[src/rtl/dsc_map.vh]
`ifndef DSC_MAP_VH
`define DSC_MAP_VH

// Host I/O offsets relative to the board base address
`define DSC_OFS_CHAN 3'h0
`define DSC_OFS_CTRL 3'h2
`define DSC_OFS_RST_A 3'h3
`define DSC_OFS_RST_B 3'h4

// Board control register fields and reset value
`define DSC_CTRL_RSEL 0
`define DSC_CTRL_CSA 1
`define DSC_CTRL_CSB 2
`define DSC_CTRL_RST 8'h06

// Command byte layout
`define DSC_CMD_DIR 4
`define DSC_CMD_PH_LO 4
`define DSC_CMD_PH_HI 5
`define DSC_CMD_ALT 6

// Command codes
`define DSC_M_ESTOP 4'h0
`define DSC_M_DSTOP 4'h1
`define DSC_M_STEP 4'h2
`define DSC_M_ACCEL 4'h3
`define DSC_M_CONST 4'h4
`define DSC_M_OUTER 4'h5
`define DSC_M_HSLIM 4'h6
`define DSC_M_BASE 4'h7
`define DSC_M_DIV 4'hA
`define DSC_M_INIT 4'hC

// Limit input bit positions, all active low
`define DSC_LIM_OUT_F 0
`define DSC_LIM_OUT_R 1
`define DSC_LIM_SLOW_F 2
`define DSC_LIM_SLOW_R 3
`define DSC_LIM_BASE 4

// Reset values and ramp bounds
`define DSC_RATE_RST 8'h14
`define DSC_RAMP_MIN 13'h0004
`define DSC_RAMP_MAX 13'h1FE0

// Timing
`define DSC_CLK_KHZ 25000
`define DSC_BASE_FREQ_KHZ 100
`define DSC_TICK_CYC (`DSC_CLK_KHZ / `DSC_BASE_FREQ_KHZ)
`define DSC_RST_PULSE_NS 2500
`define DSC_RST_PULSE_CYC ((`DSC_RST_PULSE_NS * `DSC_CLK_KHZ + 999999) / 1000000)

`endif

[src/rtl/dsc_glue.v]
`timescale 1ns/1ps
`include "dsc_map.vh"

module dsc_glue (
	input wire ref_clk,
	input wire sys_rst,
	input wire bus_reset,
	input wire [2:0] io_addr,
	input wire [7:0] io_wdata,
	input wire io_wr,
	input wire io_rd,
	output reg [7:0] io_rdata,
	input wire [4:0] chan_a_limits_n,
	input wire [4:0] chan_b_limits_n,
	output wire chan_a_pulse,
	output wire chan_a_direction_out,
	output wire [4:0] chan_a_windings,
	output wire chan_b_pulse,
	output wire chan_b_direction_out,
	output wire [4:0] chan_b_windings
);
	reg [7:0] ctrl_r;
	reg [8:0] tick_cnt_r;
	// Divider end count and monostable length, cut to their counter widths
	localparam [31:0] TICK_LAST_W = `DSC_TICK_CYC - 1;
	localparam [8:0] TICK_LAST = TICK_LAST_W[8:0];
	localparam [31:0] RST_PULSE_W = `DSC_RST_PULSE_CYC;
	localparam [6:0] RST_PULSE = RST_PULSE_W[6:0];
	wire base_rst;
	wire tick;
	wire data_command_addr;
	wire [1:0] chan_sel_n;
	wire [1:0] chan_rst;
	wire [9:0] lim_all_n;
	wire [15:0] stat_all;
	wire [15:0] data_all;
	wire [1:0] pulse_all;
	wire [1:0] dir_all;
	wire [9:0] wind_all;
	genvar ch;

	assign base_rst = sys_rst | bus_reset;
	assign data_command_addr = ctrl_r[`DSC_CTRL_RSEL];
	assign chan_sel_n = {ctrl_r[`DSC_CTRL_CSB], ctrl_r[`DSC_CTRL_CSA]};
	assign lim_all_n = {chan_b_limits_n, chan_a_limits_n};
	assign tick = (tick_cnt_r == TICK_LAST);

	// Control register: written and read back whole
	always @(posedge ref_clk) begin
		if (base_rst) begin
			ctrl_r <= `DSC_CTRL_RST;
		end else if (io_wr && io_addr == `DSC_OFS_CTRL) begin
			ctrl_r <= io_wdata;
		end
	end

	// Base step frequency divider shared by both channels
	always @(posedge ref_clk) begin
		if (base_rst || tick) begin
			tick_cnt_r <= 9'h000;
		end else begin
			tick_cnt_r <= tick_cnt_r + 9'h001;
		end
	end

	// Read data is registered one cycle after the read strobe
	always @(posedge ref_clk) begin
		if (base_rst) begin
			io_rdata <= 8'h00;
		end else if (io_rd) begin
			case (io_addr)
				`DSC_OFS_CTRL: io_rdata <= ctrl_r;
				`DSC_OFS_CHAN: begin
					if (!chan_sel_n[0]) begin
						io_rdata <= data_command_addr ? stat_all[7:0] : data_all[7:0];
					end else if (!chan_sel_n[1]) begin
						io_rdata <= data_command_addr ? stat_all[15:8] : data_all[15:8];
					end else begin
						io_rdata <= 8'h00;
					end
				end
				default: io_rdata <= 8'h00;
			endcase
		end
	end

	generate
		for (ch = 0; ch < 2; ch = ch + 1) begin : g_chan
			reg [23:0] data_sr_r;
			reg [7:0] rate_r;
			reg [12:0] ramp_r;
			reg [1:0] phase_code_r;
			reg alt_exc_r;
			reg run_r;
			reg stop_r;
			reg [3:0] mode_r;
			reg dir_r;
			reg [24:0] remain_r;
			reg [12:0] extra_r;
			reg [13:0] per_cnt_r;
			reg [3:0] step_idx_r;
			reg pulse_r;
			reg [6:0] mono_cnt_r;
			wire [2:0] ofs_rst = (ch == 0) ? `DSC_OFS_RST_A : `DSC_OFS_RST_B;
			wire [4:0] lim_n = lim_all_n[ch*5 +: 5];
			wire sel = io_addr == `DSC_OFS_CHAN && !chan_sel_n[ch];
			wire wr_cmd = io_wr && sel && data_command_addr;
			wire wr_data = io_wr && sel && !data_command_addr;
			wire [3:0] cmd = io_wdata[3:0];
			wire cmd_dir = io_wdata[`DSC_CMD_DIR];
			wire blocked = cmd_dir ? !lim_n[`DSC_LIM_OUT_R] : !lim_n[`DSC_LIM_OUT_F];
			wire outer_hit = dir_r ? !lim_n[`DSC_LIM_OUT_R] : !lim_n[`DSC_LIM_OUT_F];
			wire slow_hit = dir_r ? !lim_n[`DSC_LIM_SLOW_R] : !lim_n[`DSC_LIM_SLOW_F];
			wire is_motion = cmd == `DSC_M_STEP || cmd == `DSC_M_ACCEL || cmd == `DSC_M_CONST ||
				cmd == `DSC_M_OUTER || cmd == `DSC_M_HSLIM || cmd == `DSC_M_BASE;
			wire counted = mode_r == `DSC_M_STEP || mode_r == `DSC_M_ACCEL || mode_r == `DSC_M_CONST;
			wire [13:0] period = {6'h00, rate_r} + {1'b0, extra_r};
			wire [3:0] n_steps = ((phase_code_r == 2'h0) ? 4'h3 : (phase_code_r == 2'h1) ? 4'h4 : 4'h5) << alt_exc_r;
			wire [3:0] last_idx = n_steps - 4'h1;
			wire [12:0] ramp_in = data_sr_r[12:0];

			// Reset monostable: any write to the trigger offset starts it
			always @(posedge ref_clk) begin
				if (base_rst) begin
					mono_cnt_r <= 7'h00;
				end else if (io_wr && io_addr == ofs_rst) begin
					mono_cnt_r <= RST_PULSE;
				end else if (mono_cnt_r != 7'h00) begin
					mono_cnt_r <= mono_cnt_r - 7'h01;
				end
			end
			assign chan_rst[ch] = base_rst || mono_cnt_r != 7'h00;

			// Command decode and step engine
			always @(posedge ref_clk) begin
				if (chan_rst[ch]) begin
					data_sr_r <= 24'h000000;
					rate_r <= `DSC_RATE_RST;
					ramp_r <= `DSC_RAMP_MIN;
					phase_code_r <= 2'h1;
					alt_exc_r <= 1'b0;
					run_r <= 1'b0;
					stop_r <= 1'b0;
					mode_r <= `DSC_M_ESTOP;
					dir_r <= 1'b0;
					remain_r <= 25'h0000000;
					extra_r <= 13'h0000;
					per_cnt_r <= 14'h0000;
					step_idx_r <= 4'h0;
					pulse_r <= 1'b0;
				end else begin
					if (tick) begin
						pulse_r <= 1'b0;
					end
					if (wr_data) begin
						data_sr_r <= {data_sr_r[15:0], io_wdata};
					end
					if (wr_cmd) begin
						if (cmd == `DSC_M_ESTOP) begin
							run_r <= 1'b0;
						end else if (cmd == `DSC_M_DSTOP) begin
							stop_r <= run_r;
						end else if (is_motion && !run_r && !blocked) begin
							run_r <= 1'b1;
							stop_r <= 1'b0;
							mode_r <= cmd;
							dir_r <= cmd_dir;
							per_cnt_r <= 14'h0000;
							extra_r <= (cmd == `DSC_M_ACCEL || cmd == `DSC_M_HSLIM) ? ramp_r : 13'h0000;
							if (cmd == `DSC_M_STEP) begin
								remain_r <= 25'h0000001;
							end else begin
								remain_r <= {1'b0, data_sr_r} + 25'h0000001;
							end
						end else if (cmd == `DSC_M_DIV) begin
							rate_r <= (data_sr_r[7:0] == 8'h00) ? 8'h01 : data_sr_r[7:0];
						end else if (cmd == `DSC_M_INIT) begin
							phase_code_r <= (io_wdata[`DSC_CMD_PH_HI:`DSC_CMD_PH_LO] == 2'h3) ? 2'h2 :
								io_wdata[`DSC_CMD_PH_HI:`DSC_CMD_PH_LO];
							alt_exc_r <= io_wdata[`DSC_CMD_ALT];
							step_idx_r <= 4'h0;
							ramp_r <= (ramp_in < `DSC_RAMP_MIN) ? `DSC_RAMP_MIN :
								(ramp_in > `DSC_RAMP_MAX) ? `DSC_RAMP_MAX : ramp_in;
						end
					end else if (run_r) begin
						if (outer_hit) begin
							run_r <= 1'b0;
						end else if (mode_r == `DSC_M_BASE && !lim_n[`DSC_LIM_BASE]) begin
							run_r <= 1'b0;
						end else if (tick) begin
							if (slow_hit && !counted) begin
								stop_r <= 1'b1;
							end
							if (per_cnt_r + 14'h0001 >= period) begin
								per_cnt_r <= 14'h0000;
								pulse_r <= 1'b1;
								if (dir_r) begin
									step_idx_r <= (step_idx_r == 4'h0) ? last_idx : step_idx_r - 4'h1;
								end else begin
									step_idx_r <= (step_idx_r >= last_idx) ? 4'h0 : step_idx_r + 4'h1;
								end
								if (counted) begin
									remain_r <= remain_r - 25'h0000001;
									if (remain_r == 25'h0000001) begin
										run_r <= 1'b0;
									end
								end
								if (stop_r) begin
									if (extra_r >= ramp_r) begin
										run_r <= 1'b0;
									end else begin
										extra_r <= extra_r + 13'h0001;
									end
								end else if (mode_r == `DSC_M_ACCEL && remain_r <= {12'h000, ramp_r}) begin
									extra_r <= (extra_r >= ramp_r) ? ramp_r : extra_r + 13'h0001;
								end else if (extra_r != 13'h0000) begin
									extra_r <= extra_r - 13'h0001;
								end
							end else begin
								per_cnt_r <= per_cnt_r + 14'h0001;
							end
						end
					end
				end
			end

			assign stat_all[ch*8 +: 8] = {run_r, dir_r, stop_r, ~lim_n};
			assign data_all[ch*8 +: 8] = remain_r[7:0];
			assign pulse_all[ch] = pulse_r;
			assign dir_all[ch] = dir_r;

			dsc_winding u_wind (
				.ref_clk(ref_clk),
				.rst(chan_rst[ch]),
				.phase_code(phase_code_r),
				.alt_exc(alt_exc_r),
				.step_idx(step_idx_r),
				.winding_out(wind_all[ch*5 +: 5])
			);
		end
	endgenerate

	assign chan_a_pulse = pulse_all[0];
	assign chan_a_direction_out = dir_all[0];
	assign chan_a_windings = wind_all[4:0];
	assign chan_b_pulse = pulse_all[1];
	assign chan_b_direction_out = dir_all[1];
	assign chan_b_windings = wind_all[9:5];
endmodule // dsc_glue

[src/rtl/dsc_winding.v]
`timescale 1ns/1ps
`include "dsc_map.vh"

module dsc_winding (
	input wire ref_clk,
	input wire rst,
	input wire [1:0] phase_code,
	input wire alt_exc,
	input wire [3:0] step_idx,
	output reg [4:0] winding_out
);
	wire [3:0] n_ph;
	wire [3:0] k;
	wire [3:0] span;
	wire [4:0] pat;
	genvar w;

	// Phase count is 3, 4 or 5; half-step modes walk the base winding every second step
	assign n_ph = (phase_code == 2'h0) ? 4'h3 : (phase_code == 2'h1) ? 4'h4 : 4'h5;
	assign k = alt_exc ? {1'b0, step_idx[3:1]} : step_idx;
	assign span = !alt_exc ? 4'h2 : (n_ph == 4'h5) ? (step_idx[0] ? 4'h3 : 4'h2) : (step_idx[0] ? 4'h2 : 4'h1);

	// Winding w is on when it lies within span windings after the base winding
	generate
		for (w = 0; w < 5; w = w + 1) begin : g_wind
			wire [3:0] wv = w;
			wire [4:0] raw = {1'b0, wv} + {1'b0, n_ph} - {1'b0, k};
			wire [4:0] d = (raw >= {1'b0, n_ph}) ? raw - {1'b0, n_ph} : raw;
			assign pat[w] = (wv < n_ph) && (d < {1'b0, span});
		end
	endgenerate

	// Windings are registered so the pins never glitch
	always @(posedge ref_clk) begin
		if (rst) begin
			winding_out <= 5'h00;
		end else begin
			winding_out <= pat;
		end
	end
endmodule // dsc_winding

[config.mk]
export PLATFORM = sky130hd
export DESIGN_NAME = dsc_glue
export DESIGN_NICKNAME = d
export VERILOG_FILES = /design/src/rtl/dsc_glue.v /design/src/rtl/dsc_winding.v
export VERILOG_INCLUDE_DIRS = /design/src /design/src/rtl
export SDC_FILE = /design/constraint.sdc
export NUM_CORES = 1
export LEC_CHECK = 0
export BUFFER_PORTS_ARGS = -buffer_cell sky130_fd_sc_hd__buf_2
export CELL_PAD_IN_SITES_DETAIL_PLACEMENT = 0
export CELL_PAD_IN_SITES_GLOBAL_PLACEMENT = 1
export CORE_MARGIN = 2
export CORE_UTILIZATION = 40
export CTS_CLUSTER_SIZE = 40
export DETAILED_ROUTE_END_ITERATION = 8
export PLACE_DENSITY = 0.79
export SETUP_SLACK_MARGIN = 0.1
export SYNTH_ARGS = -nofsm -noshare
export SYNTH_HDL_FRONTEND = slang
export SYNTH_SLANG_ARGS = --single-unit
[constraint.sdc]
create_clock -name ref_clk -period 7.2 [get_ports ref_clk]
set_clock_uncertainty 0.15 [all_clocks]
set_input_delay 0.36 -clock ref_clk [delete_from_list [all_inputs] [get_ports ref_clk]]
set_output_delay 0.36 -clock ref_clk [all_outputs]
set_load 0.01 [all_outputs]
# Yosys cells after proc, flatten, opt, wreduce, memory -nomap -nowiden
# Cells that the tools add are included.
[totals]
register_bits = 273
word_cells = 499
[classes]
mux = 200
n_eq_ne = 52
add_sub_neg = 49
n_reduce_logical = 109
shift = 2
bitwise_logic = 8
n_lt_le_gt_ge = 42
[op_table]
columns = ["op", "count"]
rows = [
  ["2-to-1 mux 25 bit", 22],
  ["2-to-1 mux 13 bit", 34],
  ["2-to-1 mux 14 bit", 18],
  ["2-to-1 mux 4 bit", 34],
  ["subtractor 5 x 4 -> 5 bit", 18],
  ["2-to-1 mux 1 bit", 68],
  ["adder 24 x 1 -> 25 bit (second input constant)", 2],
  ["== test 25 x 1 -> 1 bit (second input constant)", 2],
  ["greater-or-equal comparator 5 x 4 -> 1 bit", 10],
  ["less-or-equal comparator 25 x 13 -> 1 bit", 2],
  ["less-than comparator 5 x 4 -> 1 bit", 10],
  ["2-to-1 mux 5 bit", 10],
  ["subtractor 25 x 1 -> 25 bit (second input constant)", 2],
  ["2-to-1 mux 8 bit", 6],
  ["== test 4 x 3 -> 1 bit (second input constant)", 10],
  ["AND reduction 10 bit", 4],
  ["logical AND 1 bit", 31],
  ["adder 14 x 1 -> 14 bit (second input constant)", 2],
  ["adder 8 x 13 -> 14 bit", 2],
  ["greater-or-equal comparator 14 bit", 2],
  ["AND reduction 7 bit", 4],
  ["adder 13 x 1 -> 13 bit (second input constant)", 2],
  ["greater-or-equal comparator 13 bit", 2],
  ["greater-than comparator 13 bit (second input constant)", 2],
  ["other kinds (49)", 163],
]

# Longest topological paths before layout
# Gate-level depths: netlist of the first run.
[logic_depth]
word_depth = 14
ltp_mapped = 23
ltp_nobuf = 21

# Hierarchy
# From an unflattened synthesis of the first run, not the netlist that was laid out.
[hier_totals]
hier_cells = 2805
area_unflattened_um2 = 21659.5
[modules_own_cells]
columns = ["mod", "instances", "area_each_um2", "cells_per_inst", "seq_area_each_um2"]
rows = [
  ["dsc_glue", 1, 18183.7, 2371, 5265.0],
  ["dsc_winding", 2, 1737.9, 217, 100.1],
]

# Worst setup path before layout of the first run
# No wires, ideal clock.
[synth_timing]
path_kind = "flip-flop to flip-flop"
start = "reg g_chan[1].phase_code_r[0]"
end = "reg g_chan[1].u_wind.winding_out[2]"
required_ns = 6.980
path_stages_with_launch = 16
t_arrival_ns = 4.453
path_slack_ns = 2.528
n_path_buf = 0
cell_sequence = "dfxtp_1 nor2_1 inv_1 ha_1 inv_1 ha_1 fa_1 ha_1 a21o_1 or2_2 a311oi_1 mux2_2 ha_1 a2111oi_0 o21ai_0 a21oi_1"
[synth_via]
elab_chain_len = 9
[synth_lines]
columns = ["element", "line_no", "rtl"]
rows = [
  ["from (decl)", "dsc_glue.v:92", "reg [1:0] phase_code_r;"],
  ["from (signal assigned)", "dsc_glue.v:178", "phase_code_r <= (io_wdata[`DSC_CMD_PH_HI:`DSC_CMD_PH_LO] == 2'h3) ? 2'h2 :"],
  ["== test 2 x 1 -> 1 bit", "dsc_winding.v:19", "assign n_ph = (phase_code == 2'h0) ? 4'h3 : (phase_code == 2'h1) ? 4'h4 : 4'h5;"],
  ["2-to-1 mux 1 bit", "dsc_winding.v:19", ""],
  ["2-to-1 mux 4 bit (*)", "dsc_winding.v:19", ""],
  ["adder 2 x 4 -> 5 bit", "dsc_winding.v:27", "wire [4:0] raw = {1'b0, wv} + {1'b0, n_ph} - {1'b0, k};"],
  ["subtractor 5 x 4 -> 5 bit", "dsc_winding.v:27", ""],
  ["subtractor 5 x 4 -> 5 bit or greater-or-equal comparator 5 x 4 -> 1 bit (tied branches)", "dsc_winding.v:28", "wire [4:0] d = (raw >= {1'b0, n_ph}) ? raw - {1'b0, n_ph} : raw;"],
  ["2-to-1 mux 5 bit", "dsc_winding.v:28", ""],
  ["less-than comparator 5 x 4 -> 1 bit", "dsc_winding.v:29", "assign pat[w] = (wv < n_ph) && (d < {1'b0, span});"],
  ["logical AND 1 bit (*)", "dsc_winding.v:29", ""],
  ["to (signal assigned)", "dsc_winding.v:38", "winding_out <= pat;"],
  ["to (decl)", "dsc_winding.v:10", "output reg [4:0] winding_out"],
]
# Every way passes the cells marked *; elsewhere a longest branch is shown, timed or not.
# A chain may end at the register's enable or synchronous reset.

# Final worst setup path of the first run
[layout_timing]
start = "reg g_chan[0].extra_r[0]"
end = "reg g_chan[0].extra_r[0]"
[layout_via]
elab_chain_len = 10
[layout_lines]
columns = ["element", "line_no", "rtl"]
rows = [
  ["from (decl)", "dsc_glue.v:99", "reg [12:0] extra_r;"],
  ["from (signal assigned)", "dsc_glue.v:169", "extra_r <= (cmd == `DSC_M_ACCEL || cmd == `DSC_M_HSLIM) ? ramp_r : 13'h0000;"],
  ["from (signal assigned)", "dsc_glue.v:212", "extra_r <= extra_r + 13'h0001;"],
  ["from (signal assigned)", "dsc_glue.v:215", "extra_r <= (extra_r >= ramp_r) ? ramp_r : extra_r + 13'h0001;"],
  ["parallel branches: the longest is 10 deep, another holds adder 8 x 13 -> 14 bit", "--", ""],
]
# Parallel ways; which one is timed is not known. The select of a mux whose other input is x is not followed.

==> results of run 1 <==
## state kept, by name (all words and copies together) (netlist names), named ones only
register / flops
chan_a_direction_out: 1
chan_b_direction_out: 1
ctrl_r: 8
g_chan.alt_exc_r: 2
g_chan.data_sr_r: 48
g_chan.extra_r: 26
g_chan.mode_r: 8
g_chan.mono_cnt_r: 14
g_chan.per_cnt_r: 28
g_chan.phase_code_r: 4
g_chan.ramp_r: 26
g_chan.rate_r: 16
g_chan.remain_r: 50
g_chan.run_r: 2
g_chan.step_idx_r: 8
g_chan.stop_r: 2
g_chan.u_wind.winding_out: 10
io_rdata: 8
tick_cnt_r: 9
## kinds of logic after synthesis
family / count (synthesis) / share of synthesized area [%]
adder cells (fa/ha/maj): 214 / 13.6
multiplexers: 88 / 4.31
AO/OA/AOI/OAI: 746 / 22.2
flip-flops: 273 / 26.1
buffers and inverters: 269 / 4.99
AND/OR/NAND/NOR: 1001 / 22.7
XOR/XNOR: 147 / 6.14
## per-layer routing
layer  vias up  wire length, microns  track usage (%)  share of wire [%]
met1      9461                 29700             32.6                 46
li1       9757                     -                -                  -
met4         0                  1290             6.63                2.0
met3        93                  3970             2.79                6.2
met5         -                     0                0                  0
met2       617                 29000             37.8                 45
## layout make-up
class                   instances  area (sq um)
repair buffers                 73           435
multi-input cells            2196         14500
inverters                     125           469
diodes                          2          5.00
clock buffers                  44           972
clock inverters                22           230
flip-flops and latches        273          5470
well taps                     680           851
fillers                      5177         28700
## report_power, final
group / internal (W) / switching [W] / total [W] / leakage (nW)
combinational: 0.000156 / 0.000386 / 0.000542 / 5.89
clock: 0.00111 / 0.000746 / 0.00186 / 0.597
sequential: 0.00155 / 0.0000226 / 0.00157 / 2.20
total: 0.00282 / 0.00115 / 0.00397 / 8.69
## layout by cell type, fill, tap and decap left out, types with 18 or more instances in the layout
master and n:
sky130_fd_sc_hd__nand3_1 96, sky130_fd_sc_hd__nor3_1 53, sky130_fd_sc_hd__a21o_1 35, sky130_fd_sc_hd__mux2i_1 78, sky130_fd_sc_hd__dfxtp_1 273, sky130_fd_sc_hd__a31oi_1 24, sky130_fd_sc_hd__xnor2_1 78, sky130_fd_sc_hd__clkbuf_16 37
sky130_fd_sc_hd__o21ai_0 157, sky130_fd_sc_hd__buf_2 47, sky130_fd_sc_hd__nor2_1 303, sky130_fd_sc_hd__nor4_1 23, sky130_fd_sc_hd__a21oi_1 268, sky130_fd_sc_hd__nand2b_1 29, sky130_fd_sc_hd__nand2_1 286, sky130_fd_sc_hd__or3_1 18
sky130_fd_sc_hd__fa_1 24, sky130_fd_sc_hd__o22ai_1 29, sky130_fd_sc_hd__nand4_1 30, sky130_fd_sc_hd__a211oi_1 45, sky130_fd_sc_hd__o211ai_1 18, sky130_fd_sc_hd__nand3b_1 20, sky130_fd_sc_hd__nor2b_1 18, sky130_fd_sc_hd__a22oi_1 25
sky130_fd_sc_hd__ha_1 190, sky130_fd_sc_hd__and3_1 41, sky130_fd_sc_hd__xor2_1 69, sky130_fd_sc_hd__inv_1 125, sky130_fd_sc_hd__buf_4 24
## synth_stat cells (20+ instances only)
cell,instances,area share (%)
sky130_fd_sc_hd__a211oi_1,45,1.6
sky130_fd_sc_hd__a21o_1,35,1.3
sky130_fd_sc_hd__a21oi_1,268,6.4
sky130_fd_sc_hd__a22oi_1,25,0.89
sky130_fd_sc_hd__a31oi_1,24,0.72
sky130_fd_sc_hd__and3_1,41,1.2
sky130_fd_sc_hd__clkbuf_1,120,2.1
sky130_fd_sc_hd__dfxtp_1,273,26
sky130_fd_sc_hd__fa_1,24,2.3
sky130_fd_sc_hd__ha_1,190,11
sky130_fd_sc_hd__inv_1,125,2.2
sky130_fd_sc_hd__mux2i_1,78,3.7
sky130_fd_sc_hd__nand2_1,288,5.2
sky130_fd_sc_hd__nand2b_1,29,0.87
sky130_fd_sc_hd__nand3_1,96,2.3
sky130_fd_sc_hd__nand3b_1,20,0.72
sky130_fd_sc_hd__nand4_1,30,0.89
sky130_fd_sc_hd__nor2_1,307,5.5
sky130_fd_sc_hd__nor3_1,53,1.3
sky130_fd_sc_hd__nor4_1,23,0.69
sky130_fd_sc_hd__o21ai_0,157,3.7
sky130_fd_sc_hd__o22ai_1,29,0.87
sky130_fd_sc_hd__xnor2_1,78,3.3
sky130_fd_sc_hd__xor2_1,69,2.9
## stage by stage
stage / hold WS, ns / worst slack, ns
after global routing: 0.0409 / 1.33
after detailed placement: 0.297 / 1.98
final: 0.0427 / 1.92
after CTS: 0.00688 / 1.94
after floorplan: 0.282 / 2.53
after global placement: 0.293 / 2.12
## worst register-to-register path: cells and delay by family (launching register included)
family | cells | cell delay (ns)
xor gates and xnor gates | 1 | 0.13
adders and majority gates | 3 | 0.98
DFF | 1 | 0.39
AOI/OAI and AO/OA | 11 | 2.74
and+or+nand+nor | 6 | 0.79
## worst paths after layout
| kind | start | end | slack [ns] | cells past startpoint |
|---|---|---|---|---|
| min | io_wdata[0] | g_chan[0].mode_r[0]$_SDFFE_PP0P_ | 0.04 | 3 |
| max | g_chan[0].extra_r[0]$_SDFFE_PP0P_ | g_chan[0].extra_r[0]$_SDFFE_PP0P_ | 1.92 | 21 |
| min reg2reg | g_chan[0].ramp_r[10]$_SDFFE_PP0P_ | g_chan[0].ramp_r[10]$_SDFFE_PP0P_ | 0.30 | 2 |
| max reg2reg | g_chan[0].extra_r[0]$_SDFFE_PP0P_ | g_chan[0].extra_r[0]$_SDFFE_PP0P_ | 1.92 | 21 |
==> results_dict.tcl, run 1 <==
set metrics [dict create \
    io_pins 48 \
    ir_drop_v 0.000276 \
    slew_headroom_pct 26.8 \
    clkTransAtPathRegs_ns 0.06 \
    detailroute.via_count 19928 \
    first_global_vias 18914 \
    core.rowCount 83 \
    cts_root_buffer "sky130_fd_sc_hd__clkbuf_16" \
    track_usage_pct 23.4 \
    cts.htree.levels 2 \
    fin_cells 3415 \
    placed_cells_incl_taps 3345 \
    start_util_pct 40.6 \
    detail_route.iter0.violations 1703 \
    wl_per_cell_microns 18.7 \
    outcome "complete, no violations" \
    critical-path-slowest-cell "sky130_fd_sc_hd__a311oi_4" \
    grt_first_pass_wirelength_microns 103000 \
    routed_via_density 5.84 \
    clockBufferDepth 3 \
    finalHoldViolations 0 \
    critical_path.top_delay_family "compound AO/OA/AOI/OAI gates" \
    yosys_warnings 0 \
    ys_ff_latch 273 \
    grt_start_max_net_pins 71 \
    critical_path_class "reg -> reg" \
    design_area_sq_um 22900 \
    power_w 0.00397 \
    power.static_leakage_nw 8.69 \
    rsz0062_at_grt "no" \
    synthToLayoutAreaGrowth_pct 9.31 \
    timing.final.setup_violations 0 \
    avg_synthesized_cell_area_sq_um 7.66 \
    holdBufCountCts 2 \
    synth.distinct_cells 91 \
    grt_remaining_overflow 0 \
    cts_setup_buffers 0 \
    nets 2945 \
    fmax_mhz 189 \
    cp_data_arrival_time_ns 5.59 \
    synth_enable_flop_cells 0 \
    initial_antenna_violation_count 1 \
    netlist_instances 2738 \
    critical_path_buf_inv_count 0 \
    drt.antenna.violating_nets 0 \
    postCtsResizedCells 0 \
    worstMarginPinSlew_ns 1.10 \
    cp_cell_sequence "ha_1, fa_1, a21oi_1, nor2_1, nor2_1, o21bai_1, a21oi_1, o21bai_1, a21oi_1, nor2_1, xnor2_1, ha_1, nand4_1, nor2_1, o211ai_1, and2_1, o22ai_1, o21ai_1, a311oi_4, o221ai_1, a21oi_1" \
    fin_crit_ns 5.28 \
    ys_seq_area_share_pct 26.1 \
    drive_gt1_share_pct 6.95 \
    drv.max_cap_violation_count 0 \
    end_kind "register" \
    core_occupancy_in_the_finished_layout_pct 44.4 \
    numClockSinks 273 \
    syn_nets 2978 \
    dr.pass1.iters 8 \
    place.port_buffers 47 \
    cts_tree "built" \
    dp.final_hpwl_microns 46700 \
    peak_fanout_along_the_critical_path 26 \
    insertion_delay_ns 0.57 \
    min-delay-path-class "in -> reg" \
    place_congestion 0.886 \
    synthFlopType "sky130_fd_sc_hd__dfxtp_1" \
    setup_tns_ns 0 \
    totalWireLength_microns 64000 \
    power_per_cell_area_nw_per_um2 173 \
    placement.cell_area_sq_um 21700 \
    asyncSetResetFlopFracSynth_pct 0 \
    die_h_microns 233 \
    timing.critical_path.from_type "register" \
    die_x_microns 233 \
    post_route_fraction_of_the_period_consumed_by_the_critical_path_pct 73.3 \
    tritoncts.num_buffers 36 \
    syn-cell-area_sq_um 21000 \
    drv_slew 0 \
    slowest_delay_ns 0.90 \
    remaining_drc_errors 0 \
    floorplan.die_area_sq_um 54300 \
    placeableCoreArea_sq_um 51600 \
    timing.critical_path.required_ns 7.51 \
]
No activity file was read; power rests on OpenSTA's default activity.
==> run 2, diff against run 1 <==
==> constraint.sdc (replaced) <==
create_clock -name ref_clk -period 5.2 [get_ports ref_clk]
set_clock_uncertainty 0.15 [all_clocks]
set_input_delay 0.26 -clock ref_clk [delete_from_list [all_inputs] [get_ports ref_clk]]
set_output_delay 0.26 -clock ref_clk [all_outputs]
set_load 0.01 [all_outputs]
==> results_dict.tcl, run 2 (synthesis gave the netlist of run 1 again) <==
set metrics [dict create \
    outcome "complete, no violations" \
    dr.pass1.iters 5 \
    placement.cell_area_sq_um 21900 \
    end_kind "register" \
    most-common-layout-cells "sky130_fd_sc_hd__nor2_1 (303), sky130_fd_sc_hd__nand2_1 (286), sky130_fd_sc_hd__dfxtp_1 (273), sky130_fd_sc_hd__a21oi_1 (267), sky130_fd_sc_hd__ha_1 (190)" \
    placeableCoreArea_sq_um 51600 \
    place.port_buffers 47 \
    synthToLayoutAreaGrowth_pct 10.7 \
    wl_per_cell_microns 18.8 \
    cp_data_arrival_time_ns 5.04 \
    place_congestion 0.907 \
    design_area_sq_um 23200 \
    critical_path_class "reg -> reg" \
    largest_register_ff_count 50 \
    insertedDiodeCount 0 \
    layout_commonest_cell "sky130_fd_sc_hd__nor2_1" \
    io_pins 48 \
    finalHoldViolations 0 \
    dp.final_hpwl_microns 47400 \
    drive_gt1_share_pct 7.77 \
    wl_met3_microns 3800 \
    timing.critical_path.required_ns 5.51 \
    initial_antenna_violation_count 0 \
    first_global_vias 19436 \
    wl_met1_microns 30200 \
    start_util_pct 40.6 \
    critical-path-slowest-cell "sky130_fd_sc_hd__fa_1" \
    drv_slew 0 \
    setup_tns_ns 0 \
    cts_tree "built" \
    grt_first_pass_wirelength_microns 104000 \
    fin_crit_ns 4.73 \
    clkTransAtPathRegs_ns 0.06 \
    totalWireLength_microns 64700 \
    detailroute.via_count 20304 \
    post_route_fraction_of_the_period_consumed_by_the_critical_path_pct 90.9 \
    nets 2982 \
    slowest_delay_ns 0.50 \
    timing.critical_path.from_type "register" \
    worstMarginPinSlew_ns 1.10 \
    die_h_microns 233 \
    post_layout_worst_setup_margin_ns 0.471 \
    core_occupancy_in_the_finished_layout_pct 45.0 \
    drt.antenna.violating_nets 0 \
    routed_via_density 5.89 \
    nFillCells 5094 \
    peak_fanout_along_the_critical_path 7 \
    tritoncts.num_buffers 35 \
    drv.max_cap_violation_count 0 \
    grt_start_max_net_pins 71 \
    remaining_drc_errors 0 \
    ir_drop_v 0.000317 \
    pre_cts_slack_ns 0.335 \
    power.static_leakage_nw 8.85 \
    power_per_cell_area_nw_per_um2 233 \
    rsz0062_at_grt "yes" \
    maxUsedRoutingLayer "met4" \
    fmax_mhz 211 \
    reg.largest.list "g_chan.remain_r x50, g_chan.data_sr_r x48, g_chan.per_cnt_r x28" \
    core.rowCount 83 \
    power_w 0.00542 \
    clockBufferDepth 3 \
    cts.htree.levels 2 \
    top_register "g_chan.remain_r" \
    slew_headroom_pct 26.4 \
    track_usage_pct 23.7 \
    cts_root_buffer "sky130_fd_sc_hd__clkbuf_16" \
    timing.final.setup_violations 0 \
    grt_remaining_overflow 0 \
    floorplan.die_area_sq_um 54300 \
    die_x_microns 233 \
    cp_cell_sequence "inv_1, a21boi_1, inv_1, ha_1, ha_1, inv_1, fa_1, inv_1, ha_1, nor2b_1, or3_1, a311oi_1, mux2_2, ha_1, nor2_1, nand3_1, a211oi_1" \
    min-delay-path-class "in -> reg" \
    numClockSinks 273 \
    detail_route.iter0.violations 1770 \
    route.met2.wl_microns 29300 \
    insertion_delay_ns 0.57 \
]
run 2: cell types whose count changed in the layout (fill, tap and decap cells not counted), sizes merged, moves of 3 or more:
cell and change:
buf +27, bufinv -3, dlygate4sd3 +11, clkbuf +9
clkinv -7
run 2: what timing repair did:
action / in CTS / in global routing
hold buffers: 13 / 0
setup buffers: 0 / 2
resized for setup: 0 / 6
endpoints found under the setup margin: 0 / 29
hold endpoints to repair: 41 / 0
run 2: final timing paths:
kind	cells after the start	start	to	slack, ns
worst min register to register	2	ctrl_r[5]$_SDFFE_PP0P_	ctrl_r[5]$_SDFFE_PP0P_	0.31
worst max-delay path	17	g_chan[1].alt_exc_r$_SDFFE_PP0P_	g_chan[1].u_wind.winding_out[3]$_SDFF_PP0_	0.47
worst max register to register	17	g_chan[1].alt_exc_r$_SDFFE_PP0P_	g_chan[1].u_wind.winding_out[3]$_SDFF_PP0_	0.47
worst min-delay path	3	io_addr[2]	g_chan[1].mono_cnt_r[0]$_SDFFE_PP0P_	0.04
run 2: cell type report:
type                            instances  area, sq um  share of cell area [%]
Timing Repair Buffer                  111          761                    3.28
Sequential cell                       273         5470                    23.5
Multi-Input combinational cell       2196        14500                    62.5
Clock buffer                           53         1030                    4.45
Clock inverter                         10          120                   0.518
Inverter                              125          469                    2.02
Tap cell                              680          851                    3.67
run 2: layer usage:
| metal | up-vias | global-route usage [%] |
|---|---|---|
| li1 | 9818 | - |
| met1 | 9718 | 32.8 |
| met2 | 657 | 38.4 |
| met3 | 111 | 2.70 |
| met4 | 0 | 7.13 |
| met5 | - | 0 |
run 2: worst max-delay path, delay by kind of cell (launching register included):
family / cells / cell delay [ns]
buffers and inverters: 4 / 0.39
adder cells (fa/ha/maj): 5 / 1.55
flip-flops: 1 / 0.45
multiplexers: 1 / 0.39
AND/OR/NAND/NOR: 4 / 0.74
AO/OA/AOI/OAI: 3 / 0.95
run 2: through the flow:
stage | cells | hold WS (ns)
2_1_floorplan | 2738 | 0.246
3_3_place_gp | 3370 | 0.290
3_5_place_dp | 3370 | 0.297
4_1_cts | 3446 | 0.0194
5_1_grt | 3448 | 0.0609
6_report | 3448 | 0.0403
run 2: power by group:
part,switching (W),internal [W]
Combinational,0.000536,0.000222
Clock,0.00104,0.00144
Sequential,0.0000298,0.00215
==> run 3, diff against run 2 <==
--- a/config.mk
+++ b/config.mk
@@ -10,10 +10,10 @@
 export CELL_PAD_IN_SITES_DETAIL_PLACEMENT = 0
 export CELL_PAD_IN_SITES_GLOBAL_PLACEMENT = 1
 export CORE_MARGIN = 2
-export CORE_UTILIZATION = 40
+export CORE_UTILIZATION = 30
 export CTS_CLUSTER_SIZE = 40
 export DETAILED_ROUTE_END_ITERATION = 8
-export PLACE_DENSITY = 0.79
+export PLACE_DENSITY = 0.64
 export SETUP_SLACK_MARGIN = 0.1
 export SYNTH_ARGS = -nofsm -noshare
 export SYNTH_HDL_FRONTEND = slang
==> results_dict.tcl, run 3 (synthesis gave the netlist of run 1 again) <==
set metrics [dict create \
    outcome "complete, no violations" \
    timing.final.setup_violations 0 \
    critical_path_class "reg -> reg" \
    timing.critical_path.required_ns 5.53 \
    drt.antenna.violating_nets 0 \
    worst_path_most_repeated_cell "sky130_fd_sc_hd__ha_1" \
    number_of_stages_on_the_worst_hold_path 3 \
    die_h_microns 268 \
    start_util_pct 30.4 \
    layout_commonest_cell "sky130_fd_sc_hd__nor2_1" \
    routed_via_density 5.40 \
    power.static_leakage_nw 8.95 \
    slowest_delay_ns 0.70 \
    critical_path.reg2reg.endpoint "g_chan[1].u_wind.winding_out[2]$_SDFF_PP0_" \
    setup_tns_ns 0 \
    grt_first_pass_wirelength_microns 107000 \
    drive_gt1_share_pct 8.18 \
    cts_setup_buffers 0 \
    most-common-layout-cells "sky130_fd_sc_hd__nor2_1 (304), sky130_fd_sc_hd__nand2_1 (286), sky130_fd_sc_hd__dfxtp_1 (273), sky130_fd_sc_hd__a21oi_1 (268), sky130_fd_sc_hd__ha_1 (190)" \
    clockBufferDepth 3 \
    place.port_buffers 47 \
    initial_antenna_violation_count 0 \
    reg.largest.list "g_chan.remain_r x50, g_chan.data_sr_r x48, g_chan.per_cnt_r x28" \
    end_kind "register" \
    wl_per_cell_microns 18.5 \
    post_route_fraction_of_the_period_consumed_by_the_critical_path_pct 90.3 \
    dp.final_hpwl_microns 50900 \
    drv_slew 0 \
    min-delay-path-class "in -> reg" \
    fin_crit_ns 4.70 \
    detail_route.iter0.violations 1405 \
    top_register "g_chan.remain_r" \
    clkTransAtPathRegs_ns 0.06 \
    numClockSinks 273 \
    worstReg2RegStart "g_chan[1].alt_exc_r$_SDFFE_PP0P_" \
    min-delay-start "io_addr[2]" \
    drv.max_cap_violation_count 0 \
    synthToLayoutAreaGrowth_pct 13.0 \
    rsz0062_at_grt "no" \
    cts.htree.levels 2 \
    critical-path-slowest-cell "sky130_fd_sc_hd__fa_1" \
    core.rowCount 96 \
    cts_root_buffer "sky130_fd_sc_hd__clkbuf_16" \
    die_x_microns 268 \
    core_occupancy_in_the_finished_layout_pct 34.4 \
    tritoncts.num_buffers 38 \
    power_w 0.00572 \
    fmax_mhz 213 \
    floorplan.die_area_sq_um 72000 \
    worstRegToRegCells 15 \
    first_global_vias 19120 \
    ir_drop_v 0.000215 \
    cp_data_arrival_time_ns 5.02 \
    cts_tree "built" \
    nets 2988 \
    timing.reg2reg.setup_slack_ns 0.50 \
    track_usage_pct 18.7 \
    cp_cell_sequence "inv_1, a21boi_2, inv_1, ha_1, fa_1, ha_1, a21o_1, a21o_1, or2_2, a311oi_1, mux2_2, ha_1, a2111oi_0, o21ai_0, a21oi_1" \
    holdPathEnd "g_chan[1].mono_cnt_r[5]$_SDFFE_PP0P_" \
    place_congestion 0.877 \
    io_pins 48 \
    placed_cells_incl_taps 3627 \
    insertedDiodeCount 0 \
    insertion_delay_ns 0.58 \
    dr.pass1.iters 5 \
    detailroute.via_count 20004 \
    remaining_drc_errors 0 \
    placeableCoreArea_sq_um 68900 \
    worstMarginPinSlew_ns 1.09 \
    grt_start_max_net_pins 69 \
    largest_register_ff_count 50 \
    timing.critical_path.from_type "register" \
    totalWireLength_microns 68500 \
    slew_headroom_pct 27.4 \
    fin_cells 3706 \
    finalHoldViolations 0 \
    peak_fanout_along_the_critical_path 7 \
    power_per_cell_area_nw_per_um2 241 \
    grt_remaining_overflow 0 \
]
[run 3: cell types whose count changed in the layout (fill, tap and decap cells not counted), sizes merged]
| cell | delta |
|---|---|
| clkinvlp | +1 |
| bufinv | +3 |
| clkinv | +3 |
| clkbuf | -4 |
| buf | +4 |
| dlygate4sd3 | -1 |
| inv | +1 |
[run 3: cell type report]
type,instances,area [sq um]
sequential,273,5470
multi-input combinational,2196,14500
timing repair buffer,114,772
tap,931,1160
clock buffer,49,1070
inverter,125,469
clock inverter,18,248
fill,7381,45200
[run 3: how the worst max path moves through the flow]
stage                                                       from                                    endpoint  slack, ns
after floorplan           g_chan[1].phase_code_r[0]$_SDFFE_PP1P_  g_chan[1].u_wind.winding_out[2]$_SDFF_PP0_       0.53
after global placement          g_chan[0].alt_exc_r$_SDFFE_PP0P_  g_chan[0].u_wind.winding_out[2]$_SDFF_PP0_       0.36
after detailed placement        g_chan[0].alt_exc_r$_SDFFE_PP0P_  g_chan[0].u_wind.winding_out[2]$_SDFF_PP0_       0.25
after CTS                       g_chan[0].alt_exc_r$_SDFFE_PP0P_  g_chan[0].u_wind.winding_out[2]$_SDFF_PP0_       0.21
after global routing           g_chan[1].extra_r[0]$_SDFFE_PP0P_          g_chan[1].remain_r[1]$_SDFFE_PP0P_       0.11
final                           g_chan[1].alt_exc_r$_SDFFE_PP0P_  g_chan[1].u_wind.winding_out[2]$_SDFF_PP0_       0.50
[run 3: critical path: cells and delay by family, from the launching register on]
kind / cells / cell delay [ns]
AO/OA/AOI/OAI: 7 / 1.48
multiplexers: 1 / 0.38
adder cells (fa/ha/maj): 4 / 1.46
buffers and inverters: 2 / 0.35
flip-flops: 1 / 0.45
AND/OR/NAND/NOR: 1 / 0.34
[run 3: repair_timing]
item	4_1_cts	5_1_grt
resized for setup	0	7
endpoints found under the hold margin	47	0
hold buffers	12	0
endpoints found under the setup margin	0	48
[run 3: layer usage]
metal	vias up	global-route usage (%)	wire length (microns)
met1	9544	26.0	32600
met2	508	29.9	30700
li1	9833	-	-
met5	-	0	0
met4	0	5.72	1680
met3	119	2.68	3540
[run 3: metrics by stage]
step                      hold slack, ns  worst slack (ns)  instance area [sq um]
after floorplan                    0.246             0.528                  21000
after global placement             0.294             0.361                  22200
after detailed placement           0.298             0.252                  22200
after CTS                        0.00725             0.211                  23700
after global routing              0.0686             0.110                  23700
final                             0.0380             0.503                  23700
[run 3: power breakdown]
group / switching (W) / internal, W
Clock: 0.00110 / 0.00167
Sequential: 0.0000290 / 0.00215
Combinational: 0.000545 / 0.000228
